[config.mk]
export PLATFORM = sky130hd
export DESIGN_NAME = mfit_top
export DESIGN_NICKNAME = d
export VERILOG_FILES = /design/src/logic/mfit_unused.sv /design/src/logic/mfit_pkg.sv /design/src/logic/mfit_top.sv
export SDC_FILE = /design/constraint.sdc
export NUM_CORES = 1
export LEC_CHECK = 0
export BUFFER_PORTS_ARGS = -buffer_cell sky130_fd_sc_hd__buf_2
export CORE_UTILIZATION = 35
export CTS_CLUSTER_DIAMETER = 80
export DETAILED_ROUTE_END_ITERATION = 7
export PLACE_DENSITY = 0.58
export SYNTH_ARGS = -nofsm -noshare
export SYNTH_HDL_FRONTEND = slang
export SYNTH_SLANG_ARGS = --single-unit
[constraint.sdc]
create_clock -name sys_clk -period 4.85 [get_ports sys_clk]
set_input_delay 0.485 -clock sys_clk [delete_from_list [all_inputs] [get_ports sys_clk]]
set_output_delay 0.485 -clock sys_clk [all_outputs]
set_load 0.02 [all_outputs]
[src/logic/mfit_unused.sv]
// holds no logic; the whole block lives in mfit_top
`timescale 1ns/100ps
`default_nettype none
`default_nettype wire

[src/logic/mfit_pkg.sv]
// shared constants for the interrupt aggregation and time base block
package mfit_pkg;
   localparam logic [7:0] OFF_TIME_BASE_ONE_CONTROL  = 8'h00;
   localparam logic [7:0] OFF_PSC   = 8'h04;
   localparam logic [7:0] OFF_CTRL  = 8'h08;
   localparam logic [7:0] OFF_GEN   = 8'h0c;
   localparam logic [7:0] OFF_GFLAG = 8'h10;
   localparam logic [7:0] OFF_SEN   = 8'h14;
   localparam logic [7:0] OFF_SFLAG = 8'h18;
   localparam logic [7:0] TIME_BASE_ONE_CONTROL_RST  = 8'h00;
   localparam logic [1:0] PSC_RST   = 2'h0;
   localparam int TIME_BASE_ONE_CONTROL_EN_BIT = 7;
   localparam int CTRL_GIE_BIT = 0;
   localparam int CTRL_BUSY_BIT = 1;
   localparam int NSRC = 10;
   localparam int NGRP = 4;
   localparam int NVEC = 6;
   localparam int SRC_TM0P = 0;
   localparam int SRC_SPI = 8;
   localparam int SRC_TB1 = 9;
   localparam int VEC_SPI = 4;
   localparam int VEC_TB1 = 5;
   // group members: tm0 pair, tm1 pair, eeprom+low voltage, serial+two wire
   localparam logic [NGRP-1:0][NSRC-1:0] GRP_MASK = {10'h0c0, 10'h030, 10'h00c, 10'h003};
   localparam int TB_BASE_EXP = 8;
   localparam int TB_CNT_W = 15;
   localparam logic [1:0] PSC_SYS = 2'h0;
   localparam logic [1:0] PSC_DIV4 = 2'h1;
   localparam logic [1:0] DIV4_LAST = 2'h3;
   localparam logic [1:0] RESP_OKAY = 2'h0;
   localparam logic [1:0] RESP_SLVERR = 2'h2;
   typedef enum logic [1:0] {
      SVC_IDLE = 2'b01,
      SVC_BUSY = 2'b10
   } mfit_svc_e;
endpackage

[src/logic/mfit_top.sv]
// interrupt aggregation, wake-up and second time base with axi4-lite registers
`timescale 1ns/100ps
`default_nettype none
module mfit_top #(
   parameter int NTM = 2
) (
   input  wire logic                 sys_clk,
   input  wire logic                 reset,
   input  wire logic                 ce,
   input  wire logic [7:0]           s_axi_awaddr,
   input  wire logic                 s_axi_awvalid,
   output logic                      s_axi_awready,
   input  wire logic [31:0]          s_axi_wdata,
   input  wire logic [3:0]           s_axi_wstrb,
   input  wire logic                 s_axi_wvalid,
   output logic                      s_axi_wready,
   output logic [1:0]                s_axi_bresp,
   output logic                      s_axi_bvalid,
   input  wire logic                 s_axi_bready,
   input  wire logic [7:0]           s_axi_araddr,
   input  wire logic                 s_axi_arvalid,
   output logic                      s_axi_arready,
   output logic [31:0]               s_axi_rdata,
   output logic [1:0]                s_axi_rresp,
   output logic                      s_axi_rvalid,
   input  wire logic                 s_axi_rready,
   input  wire logic [NTM-1:0]       timer_compare_p_evt,
   input  wire logic [NTM-1:0]       timer_compare_a_evt,
   input  wire logic                 eeprom_write_end,
   input  wire logic                 low_voltage_pin,
   input  wire logic [5:0]           serial_port_cond,
   input  wire logic [2:0]           two_wire_cond,
   input  wire logic [1:0]           four_wire_cond,
   input  wire logic                 subclock_pin,
   input  wire logic                 stack_full,
   input  wire logic                 irq_ack,
   input  wire logic                 ret_exec,
   input  wire logic                 return_from_interrupt_instruction,
   input  wire logic                 low_power_mode,
   output logic                      irq_req,
   output logic [2:0]                irq_vector,
   output logic                      pc_push,
   output logic                      wake_up
);
   localparam int NSRC     = mfit_pkg::NSRC;
   localparam int NGRP     = mfit_pkg::NGRP;
   localparam int NVEC     = mfit_pkg::NVEC;
   localparam int TB_CNT_W = mfit_pkg::TB_CNT_W;
   logic [15:0]           sflag_m, sen_m;
   logic                  lv_s1_r, lv_s2_r;
   logic                  sub_s1_r, sub_s2_r, sub_s3_r;
   logic [1:0]            div4_r;
   logic [1:0]            psc_sel_r;
   logic                  tb_en_r;
   logic [2:0]            tb_per_r;
   logic [TB_CNT_W-1:0]   tb_cnt_r;
   logic [15:0]           tb_lim;
   logic                  psc_tick, tb_ovf;
   logic [NSRC-1:0]       src_en_r, src_flag_r, src_set, src_clr;
   logic [NGRP-1:0]       grp_en_r, grp_flag_r, grp_set;
   logic [NSRC+NGRP-1:0]  all_prev_r;
   logic                  gie_r;
   mfit_pkg::mfit_svc_e   svc_r;
   logic [NVEC-1:0]       cand, vec_oh;
   logic                  ack_take;
   logic                  aw_hold_r, w_hold_r;
   logic [5:0]            aw_idx_r;
   logic [31:0]           w_data_r;
   logic [3:0]            w_strb_r;
   logic                  do_wr, wr_hit;
   logic                  wr_tb, wr_psc, wr_ctrl, wr_gen, wr_gflag, wr_sen, wr_sflag;
   logic                  bvalid_r, rvalid_r;
   logic [1:0]            bresp_r, rresp_r;
   logic [31:0]           rdata_r, rd_val;
   logic                  rd_hit;
   logic [7:0]            time_base_one_control_rd;

   function automatic logic [15:0] merge16(input logic [15:0] old, input logic [31:0] d,
                                           input logic [3:0] s);
      merge16 = {s[1] ? d[15:8] : old[15:8], s[0] ? d[7:0] : old[7:0]};
   endfunction

   // pin inputs: two stages before any use
   always_ff @(posedge sys_clk) begin
      if (reset) begin
         lv_s1_r  <= 1'b0;
         lv_s2_r  <= 1'b0;
         sub_s1_r <= 1'b0;
         sub_s2_r <= 1'b0;
         sub_s3_r <= 1'b0;
      end else if (ce) begin
         lv_s1_r  <= low_voltage_pin;
         lv_s2_r  <= lv_s1_r;
         sub_s1_r <= subclock_pin;
         sub_s2_r <= sub_s1_r;
         sub_s3_r <= sub_s2_r;
      end
   end

   // prescaler source
   always_ff @(posedge sys_clk) begin
      if (reset) begin
         div4_r <= 2'h0;
      end else if (ce) begin
         div4_r <= div4_r + 2'h1;
      end
   end

   always_comb begin
      case (psc_sel_r)
         mfit_pkg::PSC_SYS:  psc_tick = 1'b1;
         mfit_pkg::PSC_DIV4: psc_tick = (div4_r == mfit_pkg::DIV4_LAST);
         default:            psc_tick = sub_s2_r & ~sub_s3_r;
      endcase
   end

   // time base; >= guards a period shortened while the count is high
   // four-bit shift amount: exponent reaches 15
   assign tb_lim = (16'h0001 << (4'(mfit_pkg::TB_BASE_EXP) + {1'b0, tb_per_r})) - 16'h0001;
   assign tb_ovf = tb_en_r & psc_tick & (tb_cnt_r >= tb_lim[TB_CNT_W-1:0]);

   always_ff @(posedge sys_clk) begin
      if (reset) begin
         tb_cnt_r <= '0;
      end else if (ce) begin
         if (!tb_en_r || tb_ovf) begin
            tb_cnt_r <= '0;
         end else if (psc_tick) begin
            tb_cnt_r <= tb_cnt_r + 15'h1;
         end
      end
   end

   // request sources
   generate
      for (genvar t = 0; t < NTM; t++) begin : g_tm
         assign src_set[mfit_pkg::SRC_TM0P + 2*t]     = timer_compare_p_evt[t];
         assign src_set[mfit_pkg::SRC_TM0P + 2*t + 1] = timer_compare_a_evt[t];
      end
   endgenerate
   assign src_set[4] = eeprom_write_end;
   assign src_set[5] = lv_s2_r;
   assign src_set[6] = |serial_port_cond;
   assign src_set[7] = |two_wire_cond;
   assign src_set[mfit_pkg::SRC_SPI] = |four_wire_cond;
   assign src_set[mfit_pkg::SRC_TB1] = tb_ovf;

   // only independently vectored sources lose their flag on service
   assign src_clr = {NSRC{ack_take}} & {vec_oh[mfit_pkg::VEC_TB1], vec_oh[mfit_pkg::VEC_SPI], 8'h00};

   assign sflag_m = wr_sflag ? merge16({6'h00, src_flag_r}, w_data_r, w_strb_r) : {6'h00, src_flag_r};
   assign sen_m   = merge16({6'h00, src_en_r}, w_data_r, w_strb_r);

   // set wins over clear; software may also preset flags to mask wake-up
   always_ff @(posedge sys_clk) begin
      if (reset) begin
         src_flag_r <= '0;
      end else if (ce) begin
         src_flag_r <= (sflag_m[NSRC-1:0] & ~src_clr) | src_set;
      end
   end

   generate
      for (genvar g = 0; g < NGRP; g++) begin : g_grp
         assign grp_set[g] = |(src_set & src_en_r & mfit_pkg::GRP_MASK[g]);
         always_ff @(posedge sys_clk) begin
            if (reset) begin
               grp_flag_r[g] <= 1'b0;
            end else if (ce) begin
               if (grp_set[g]) begin
                  grp_flag_r[g] <= 1'b1;
               end else if (ack_take && vec_oh[g]) begin
                  grp_flag_r[g] <= 1'b0;
               end else if (wr_gflag && w_strb_r[0]) begin
                  grp_flag_r[g] <= w_data_r[g];
               end
            end
         end
      end
   endgenerate

   // vectoring
   assign cand = {src_en_r[mfit_pkg::SRC_TB1] & src_flag_r[mfit_pkg::SRC_TB1],
                  src_en_r[mfit_pkg::SRC_SPI] & src_flag_r[mfit_pkg::SRC_SPI],
                  grp_en_r & grp_flag_r};
   assign vec_oh = cand & (~cand + 6'h01);
   assign irq_req = ce & gie_r & ~stack_full & (|cand);
   assign ack_take = irq_ack & irq_req;
   assign pc_push = ack_take;

   always_comb begin
      irq_vector = 3'h0;
      for (int v = NVEC - 1; v >= 0; v--) begin
         if (cand[v]) begin
            irq_vector = 3'(v);
         end
      end
   end

   always_ff @(posedge sys_clk) begin
      if (reset) begin
         gie_r <= 1'b0;
      end else if (ce) begin
         if (ack_take) begin
            gie_r <= 1'b0;
         end else if (return_from_interrupt_instruction) begin
            gie_r <= 1'b1;
         end else if (wr_ctrl && w_strb_r[0]) begin
            gie_r <= w_data_r[mfit_pkg::CTRL_GIE_BIT];
         end
      end
   end

   // service state, visible to software
   always_ff @(posedge sys_clk) begin
      if (reset) begin
         svc_r <= mfit_pkg::SVC_IDLE;
      end else if (ce) begin
         case (svc_r)
            mfit_pkg::SVC_IDLE: if (ack_take) svc_r <= mfit_pkg::SVC_BUSY;
            mfit_pkg::SVC_BUSY: begin
               if (ret_exec || return_from_interrupt_instruction) begin
                  svc_r <= mfit_pkg::SVC_IDLE;
               end
            end
            default: svc_r <= mfit_pkg::SVC_IDLE;
         endcase
      end
   end

   // wake-up ignores enables on purpose
   always_ff @(posedge sys_clk) begin
      if (reset) begin
         all_prev_r <= '0;
         wake_up    <= 1'b0;
      end else if (ce) begin
         all_prev_r <= {grp_flag_r, src_flag_r};
         wake_up    <= low_power_mode & (|({grp_flag_r, src_flag_r} & ~all_prev_r));
      end
   end

   // axi4-lite write path
   assign s_axi_awready = ce & ~aw_hold_r & ~bvalid_r;
   assign s_axi_wready  = ce & ~w_hold_r & ~bvalid_r;
   assign do_wr = aw_hold_r & w_hold_r & ~bvalid_r;
   assign wr_tb    = do_wr && (aw_idx_r == mfit_pkg::OFF_TIME_BASE_ONE_CONTROL[7:2]);
   assign wr_psc   = do_wr && (aw_idx_r == mfit_pkg::OFF_PSC[7:2]);
   assign wr_ctrl  = do_wr && (aw_idx_r == mfit_pkg::OFF_CTRL[7:2]);
   assign wr_gen   = do_wr && (aw_idx_r == mfit_pkg::OFF_GEN[7:2]);
   assign wr_gflag = do_wr && (aw_idx_r == mfit_pkg::OFF_GFLAG[7:2]);
   assign wr_sen   = do_wr && (aw_idx_r == mfit_pkg::OFF_SEN[7:2]);
   assign wr_sflag = do_wr && (aw_idx_r == mfit_pkg::OFF_SFLAG[7:2]);
   assign wr_hit = wr_tb | wr_psc | wr_ctrl | wr_gen | wr_gflag | wr_sen | wr_sflag;

   always_ff @(posedge sys_clk) begin
      if (reset) begin
         aw_hold_r <= 1'b0;
         w_hold_r  <= 1'b0;
         aw_idx_r  <= 6'h00;
         w_data_r  <= 32'h0;
         w_strb_r  <= 4'h0;
         bvalid_r  <= 1'b0;
         bresp_r   <= mfit_pkg::RESP_OKAY;
      end else if (ce) begin
         if (s_axi_awvalid && s_axi_awready) begin
            aw_hold_r <= 1'b1;
            aw_idx_r  <= s_axi_awaddr[7:2];
         end
         if (s_axi_wvalid && s_axi_wready) begin
            w_hold_r <= 1'b1;
            w_data_r <= s_axi_wdata;
            w_strb_r <= s_axi_wstrb;
         end
         if (do_wr) begin
            aw_hold_r <= 1'b0;
            w_hold_r  <= 1'b0;
            bvalid_r  <= 1'b1;
            bresp_r   <= wr_hit ? mfit_pkg::RESP_OKAY : mfit_pkg::RESP_SLVERR;
         end else if (bvalid_r && s_axi_bready) begin
            bvalid_r <= 1'b0;
         end
      end
   end

   // software registers
   always_ff @(posedge sys_clk) begin
      if (reset) begin
         tb_en_r   <= mfit_pkg::TIME_BASE_ONE_CONTROL_RST[mfit_pkg::TIME_BASE_ONE_CONTROL_EN_BIT];
         tb_per_r  <= mfit_pkg::TIME_BASE_ONE_CONTROL_RST[2:0];
         psc_sel_r <= mfit_pkg::PSC_RST;
         grp_en_r  <= '0;
         src_en_r  <= '0;
      end else if (ce) begin
         if (wr_tb && w_strb_r[0]) begin
            tb_en_r  <= w_data_r[mfit_pkg::TIME_BASE_ONE_CONTROL_EN_BIT];
            tb_per_r <= w_data_r[2:0];
         end
         if (wr_psc && w_strb_r[0]) begin
            psc_sel_r <= w_data_r[1:0];
         end
         if (wr_gen && w_strb_r[0]) begin
            grp_en_r <= w_data_r[NGRP-1:0];
         end
         if (wr_sen) begin
            src_en_r <= sen_m[NSRC-1:0];
         end
      end
   end

   // read path
   assign time_base_one_control_rd = {tb_en_r, 4'h0, tb_per_r};

   always_comb begin
      rd_val = 32'h0;
      rd_hit = 1'b1;
      case (s_axi_araddr[7:2])
         mfit_pkg::OFF_TIME_BASE_ONE_CONTROL[7:2]:  rd_val = {24'h0, time_base_one_control_rd};
         mfit_pkg::OFF_PSC[7:2]:   rd_val = {30'h0, psc_sel_r};
         mfit_pkg::OFF_CTRL[7:2]:  rd_val = {30'h0, svc_r == mfit_pkg::SVC_BUSY, gie_r};
         mfit_pkg::OFF_GEN[7:2]:   rd_val = {28'h0, grp_en_r};
         mfit_pkg::OFF_GFLAG[7:2]: rd_val = {28'h0, grp_flag_r};
         mfit_pkg::OFF_SEN[7:2]:   rd_val = {22'h0, src_en_r};
         mfit_pkg::OFF_SFLAG[7:2]: rd_val = {22'h0, src_flag_r};
         default:                  rd_hit = 1'b0;
      endcase
   end

   assign s_axi_arready = ce & ~rvalid_r;

   always_ff @(posedge sys_clk) begin
      if (reset) begin
         rvalid_r <= 1'b0;
         rdata_r  <= 32'h0;
         rresp_r  <= mfit_pkg::RESP_OKAY;
      end else if (ce) begin
         if (s_axi_arvalid && s_axi_arready) begin
            rvalid_r <= 1'b1;
            rdata_r  <= rd_val;
            rresp_r  <= rd_hit ? mfit_pkg::RESP_OKAY : mfit_pkg::RESP_SLVERR;
         end else if (rvalid_r && s_axi_rready) begin
            rvalid_r <= 1'b0;
         end
      end
   end

   assign s_axi_bvalid = bvalid_r;
   assign s_axi_bresp  = bresp_r;
   assign s_axi_rvalid = rvalid_r;
   assign s_axi_rdata  = rdata_r;
   assign s_axi_rresp  = rresp_r;
endmodule
`default_nettype wire

==> impl_metrics.toml <==
[sta]
final.setup.tns_ns = 0
slew_violations = 0
final_hold_viol_count = 0
setup_viol = 0
worstMarginPinSlew_ns = 1.114
skew_ns = 0.01198
finalCritPeriodShare_pct = 55.64
grt_setup_unrepaired = "false"
max_slew_margin_pct = 25.77
fmax_mhz = 370.6
fin_crit_ns = 2.699

[route]
firstDrtPassIters = 7
drc = 12
first_iter_violations = 379
finalWirelength_um = 13340
detail-route-antenna-nets = 0
wl_per_cell_um = 15.60
vias = 4568
avgViaCountPerCell = 5.343

[cells_and_area]
final_util_pct = 40.70
num_antenna_cells = 0
area_growth_pct = 11.94
final_area_um2 = 5983
fin_nets = 759
drive_above_1_share_pct = 15.20
instances_no_fill = 855

[clock_network]
post_cts_buffers = 0
clkTransAtPathRegs_ns = 0.07
cts_resized = 0
cts-root-buf = "clkbuf_16"
clk_latency_ns = 0.36
cts_tree = "built"
clockBufferDepth = 2
postCtsHoldBufs = 0
cts_buffers = 9
clock-sinks = 108
cts_htree_levels = 3

[yosys]
synth-main-ff-cell = "dfxtp_1"
ys_seq_elements = 108
yosysSeqAreaShare_pct = 40.45
synthCells = 616
synth_area_um2 = 5345
yosys_warnings = 0
synth_cell_types = 57
syn_avg_cell_area_um2 = 8.677
synth_enable_flop_cells = 0
async_flop_share_pct = 0

[setup_path]
crit_required_ns = 4.37
path_class = "in -> out"
critical_path.max_fanout = 26
crit_path_start_kind = "primary input"
path_cells = "buf_2 > nand4b_1 > a41oi_1 > buf_2"
slowest_stage = "a41oi_1"
max_stage_delay_ns = 0.61
cp.arrival_ns = 2.21
startpoint = "ce"
timing.rr.start = "tb_per_r[2]"
cp-end-kind = "primary output"
path_common_cell = "buf_2"

[global_routing]
grtUsageTotal_pct = 17.18
grt_overflow = 0
grt_pass1_vias = 4143
antenna_found_initial = 0
grt_pass1_wl_um = 21450
grt_max_degree = 108

[status]
failed_checks = "DRC"
status = "finished, violations left"

[place]
port_buffers = 77
place.gp.congestion = 0.8297
placed_cells = 840
dpl_cell_area_um2 = 5717
dpl.hpwl_um = 9607

[power]
power_switching_mw = 0.4458
netSwitchingFraction_pct = 25.32
pwr-share-seq_pct = 53.1
comb_power_share_pct = 9.0
p_clk_share_pct = 37.9
power.density_nw_per_um2 = 294.3
vdd_drop_max_v = 0.0001780
p_leak_nw = 2.383
p_int_mw = 1.315

[die]
num_rows = 44
die_y_um = 125.6
core-area_um2 = 14700
die_area_um2 = 15770
io_pins = 130
die_w_um = 125.6
initial_utilization_pct = 36.36

[run]
max_cap_viol_count = 0

[min_path]
hold_class = "in -> reg"
worstHoldStart = "s_axi_wdata[0]"
[worst max-delay path, delay by kind of cell]
family,cells,cell delay [ns]
simple gates,1,0.37
buf+inv,2,0.74
compound gates,1,0.61
[cell usage after synthesis (all sizes together), types with 5 or more instances]
master / instances / area, um2
xor2: 12 / 105.1
a22oi: 9 / 67.56
a311oi: 6 / 52.55
a21oi: 40 / 200.2
nor2: 76 / 285.3
or3: 6 / 42.54
nand2: 60 / 225.2
o21ai: 7 / 35.03
nand4: 11 / 68.82
nand3b: 7 / 52.55
a22o: 7 / 61.31
buf: 32 / 225.2
dfxtp: 108 / 2162
inv: 19 / 71.32
nor2b: 10 / 62.56
and2: 7 / 43.79
mux2i: 61 / 610.6
nand3: 10 / 50.05
clkbuf: 30 / 122.6
ha: 9 / 112.6
a31oi: 6 / 37.54
a32oi: 5 / 43.79
nor3: 22 / 121.4
[placed cells by master (no fill, tap or decap), types with 3 or more instances in the layout]
cell type,netlist,routed
dfxtp_1,108,108
a311oi_1,6,6
mux2i_1,61,61
a31oi_1,6,5
nor2b_1,10,10
ha_1,9,9
nand4b_1,3,3
nor3b_1,3,3
nor3_1,21,21
buf_4,24,3
a22oi_1,9,9
nand4_1,11,11
nand2b_1,4,4
nor2_1,76,76
buf_2,0,76
xor2_1,12,12
clkbuf_1,29,3
clkbuf_16,0,9
and2_1,7,7
nand3b_1,7,7
nand2_1,60,60
a22o_1,7,7
o22ai_1,3,3
conb_1,1,24
o211ai_1,3,3
a21oi_1,40,40
xnor2_1,3,3
nor4_1,3,3
o21ai_0,7,7
nand3_1,10,10
a32oi_1,5,5
or3_1,5,5
inv_1,19,19
[cell type report]
type | count | area, um2
fill | 1530 | 8716
multi-input combinational | 450 | 2856
sequential | 108 | 2162
timing repair buffer | 79 | 402.9
clock buffer | 12 | 236.5
tap | 184 | 230.2
inverter | 19 | 71.32
clock inverter | 3 | 23.77
[logic make-up after synthesis]
logic type	share of synthesized area, %
buffers and inverters	7.842
XOR/XNOR	2.458
multiplexers	12.69
other	0.07016
AND/OR/NAND/NOR	21.14
AO/OA/AOI/OAI	13.25
adder cells (fa/ha/maj)	2.107
flip-flops	40.45
[path summary, 6_finish.rpt]
path | endpoint | depth (start not counted) | slack [ns]
max | pc_push | 4 | 2.15
min | w_data_r[0] | 3 | 0.37
max reg2reg | tb_cnt_r[6] | 6 | 2.39
min reg2reg | wake_up | 2 | 0.47
[routing by layer]
layer  GRT usage (%)  vias to the layer above  share of wire, %
met4           4.448                        0               1.1
met5               0                        -                 0
met2           26.34                      168                44
li1                -                     2230                 -
met1           24.31                     2156                49
met3           3.637                       14               6.4
[state kept, by name, indices dropped and copies added, names as in the netlist, 4 cells and up]
register     cells
grp_flag_r       4
tb_cnt_r        15
all_prev_r      14
s_axi_rdata     10
grp_en_r         4
src_en_r        10
w_data_r        10
src_flag_r      10
aw_idx_r         6
[power groups by stage]
stage / combinational (mW) / sequential (mW) / clock (mW)
after global routing: 0.176 / 0.937 / 0.719
after detailed placement: 0.158 / 0.955 / 0
after floorplan: 0.130 / 0.947 / 0
after global placement: 0.155 / 0.953 / 0
final: 0.159 / 0.935 / 0.667
after CTS: 0.159 / 0.934 / 0.684
[through the flow]
| step | setup slack, ns | power [mW] | hold slack, ns |
|---|---|---|---|
| 2_1_floorplan | 2.728 | 1.077 | 0.4465 |
| 3_3_place_gp | 2.162 | 1.108 | 0.4487 |
| 3_5_place_dp | 2.114 | 1.113 | 0.4565 |
| 4_1_cts | 2.080 | 1.777 | 0.3565 |
| 5_1_grt | 2.105 | 1.832 | 0.3635 |
| 6_report | 2.151 | 1.761 | 0.3689 |
No activity file was read; power rests on OpenSTA's default activity.
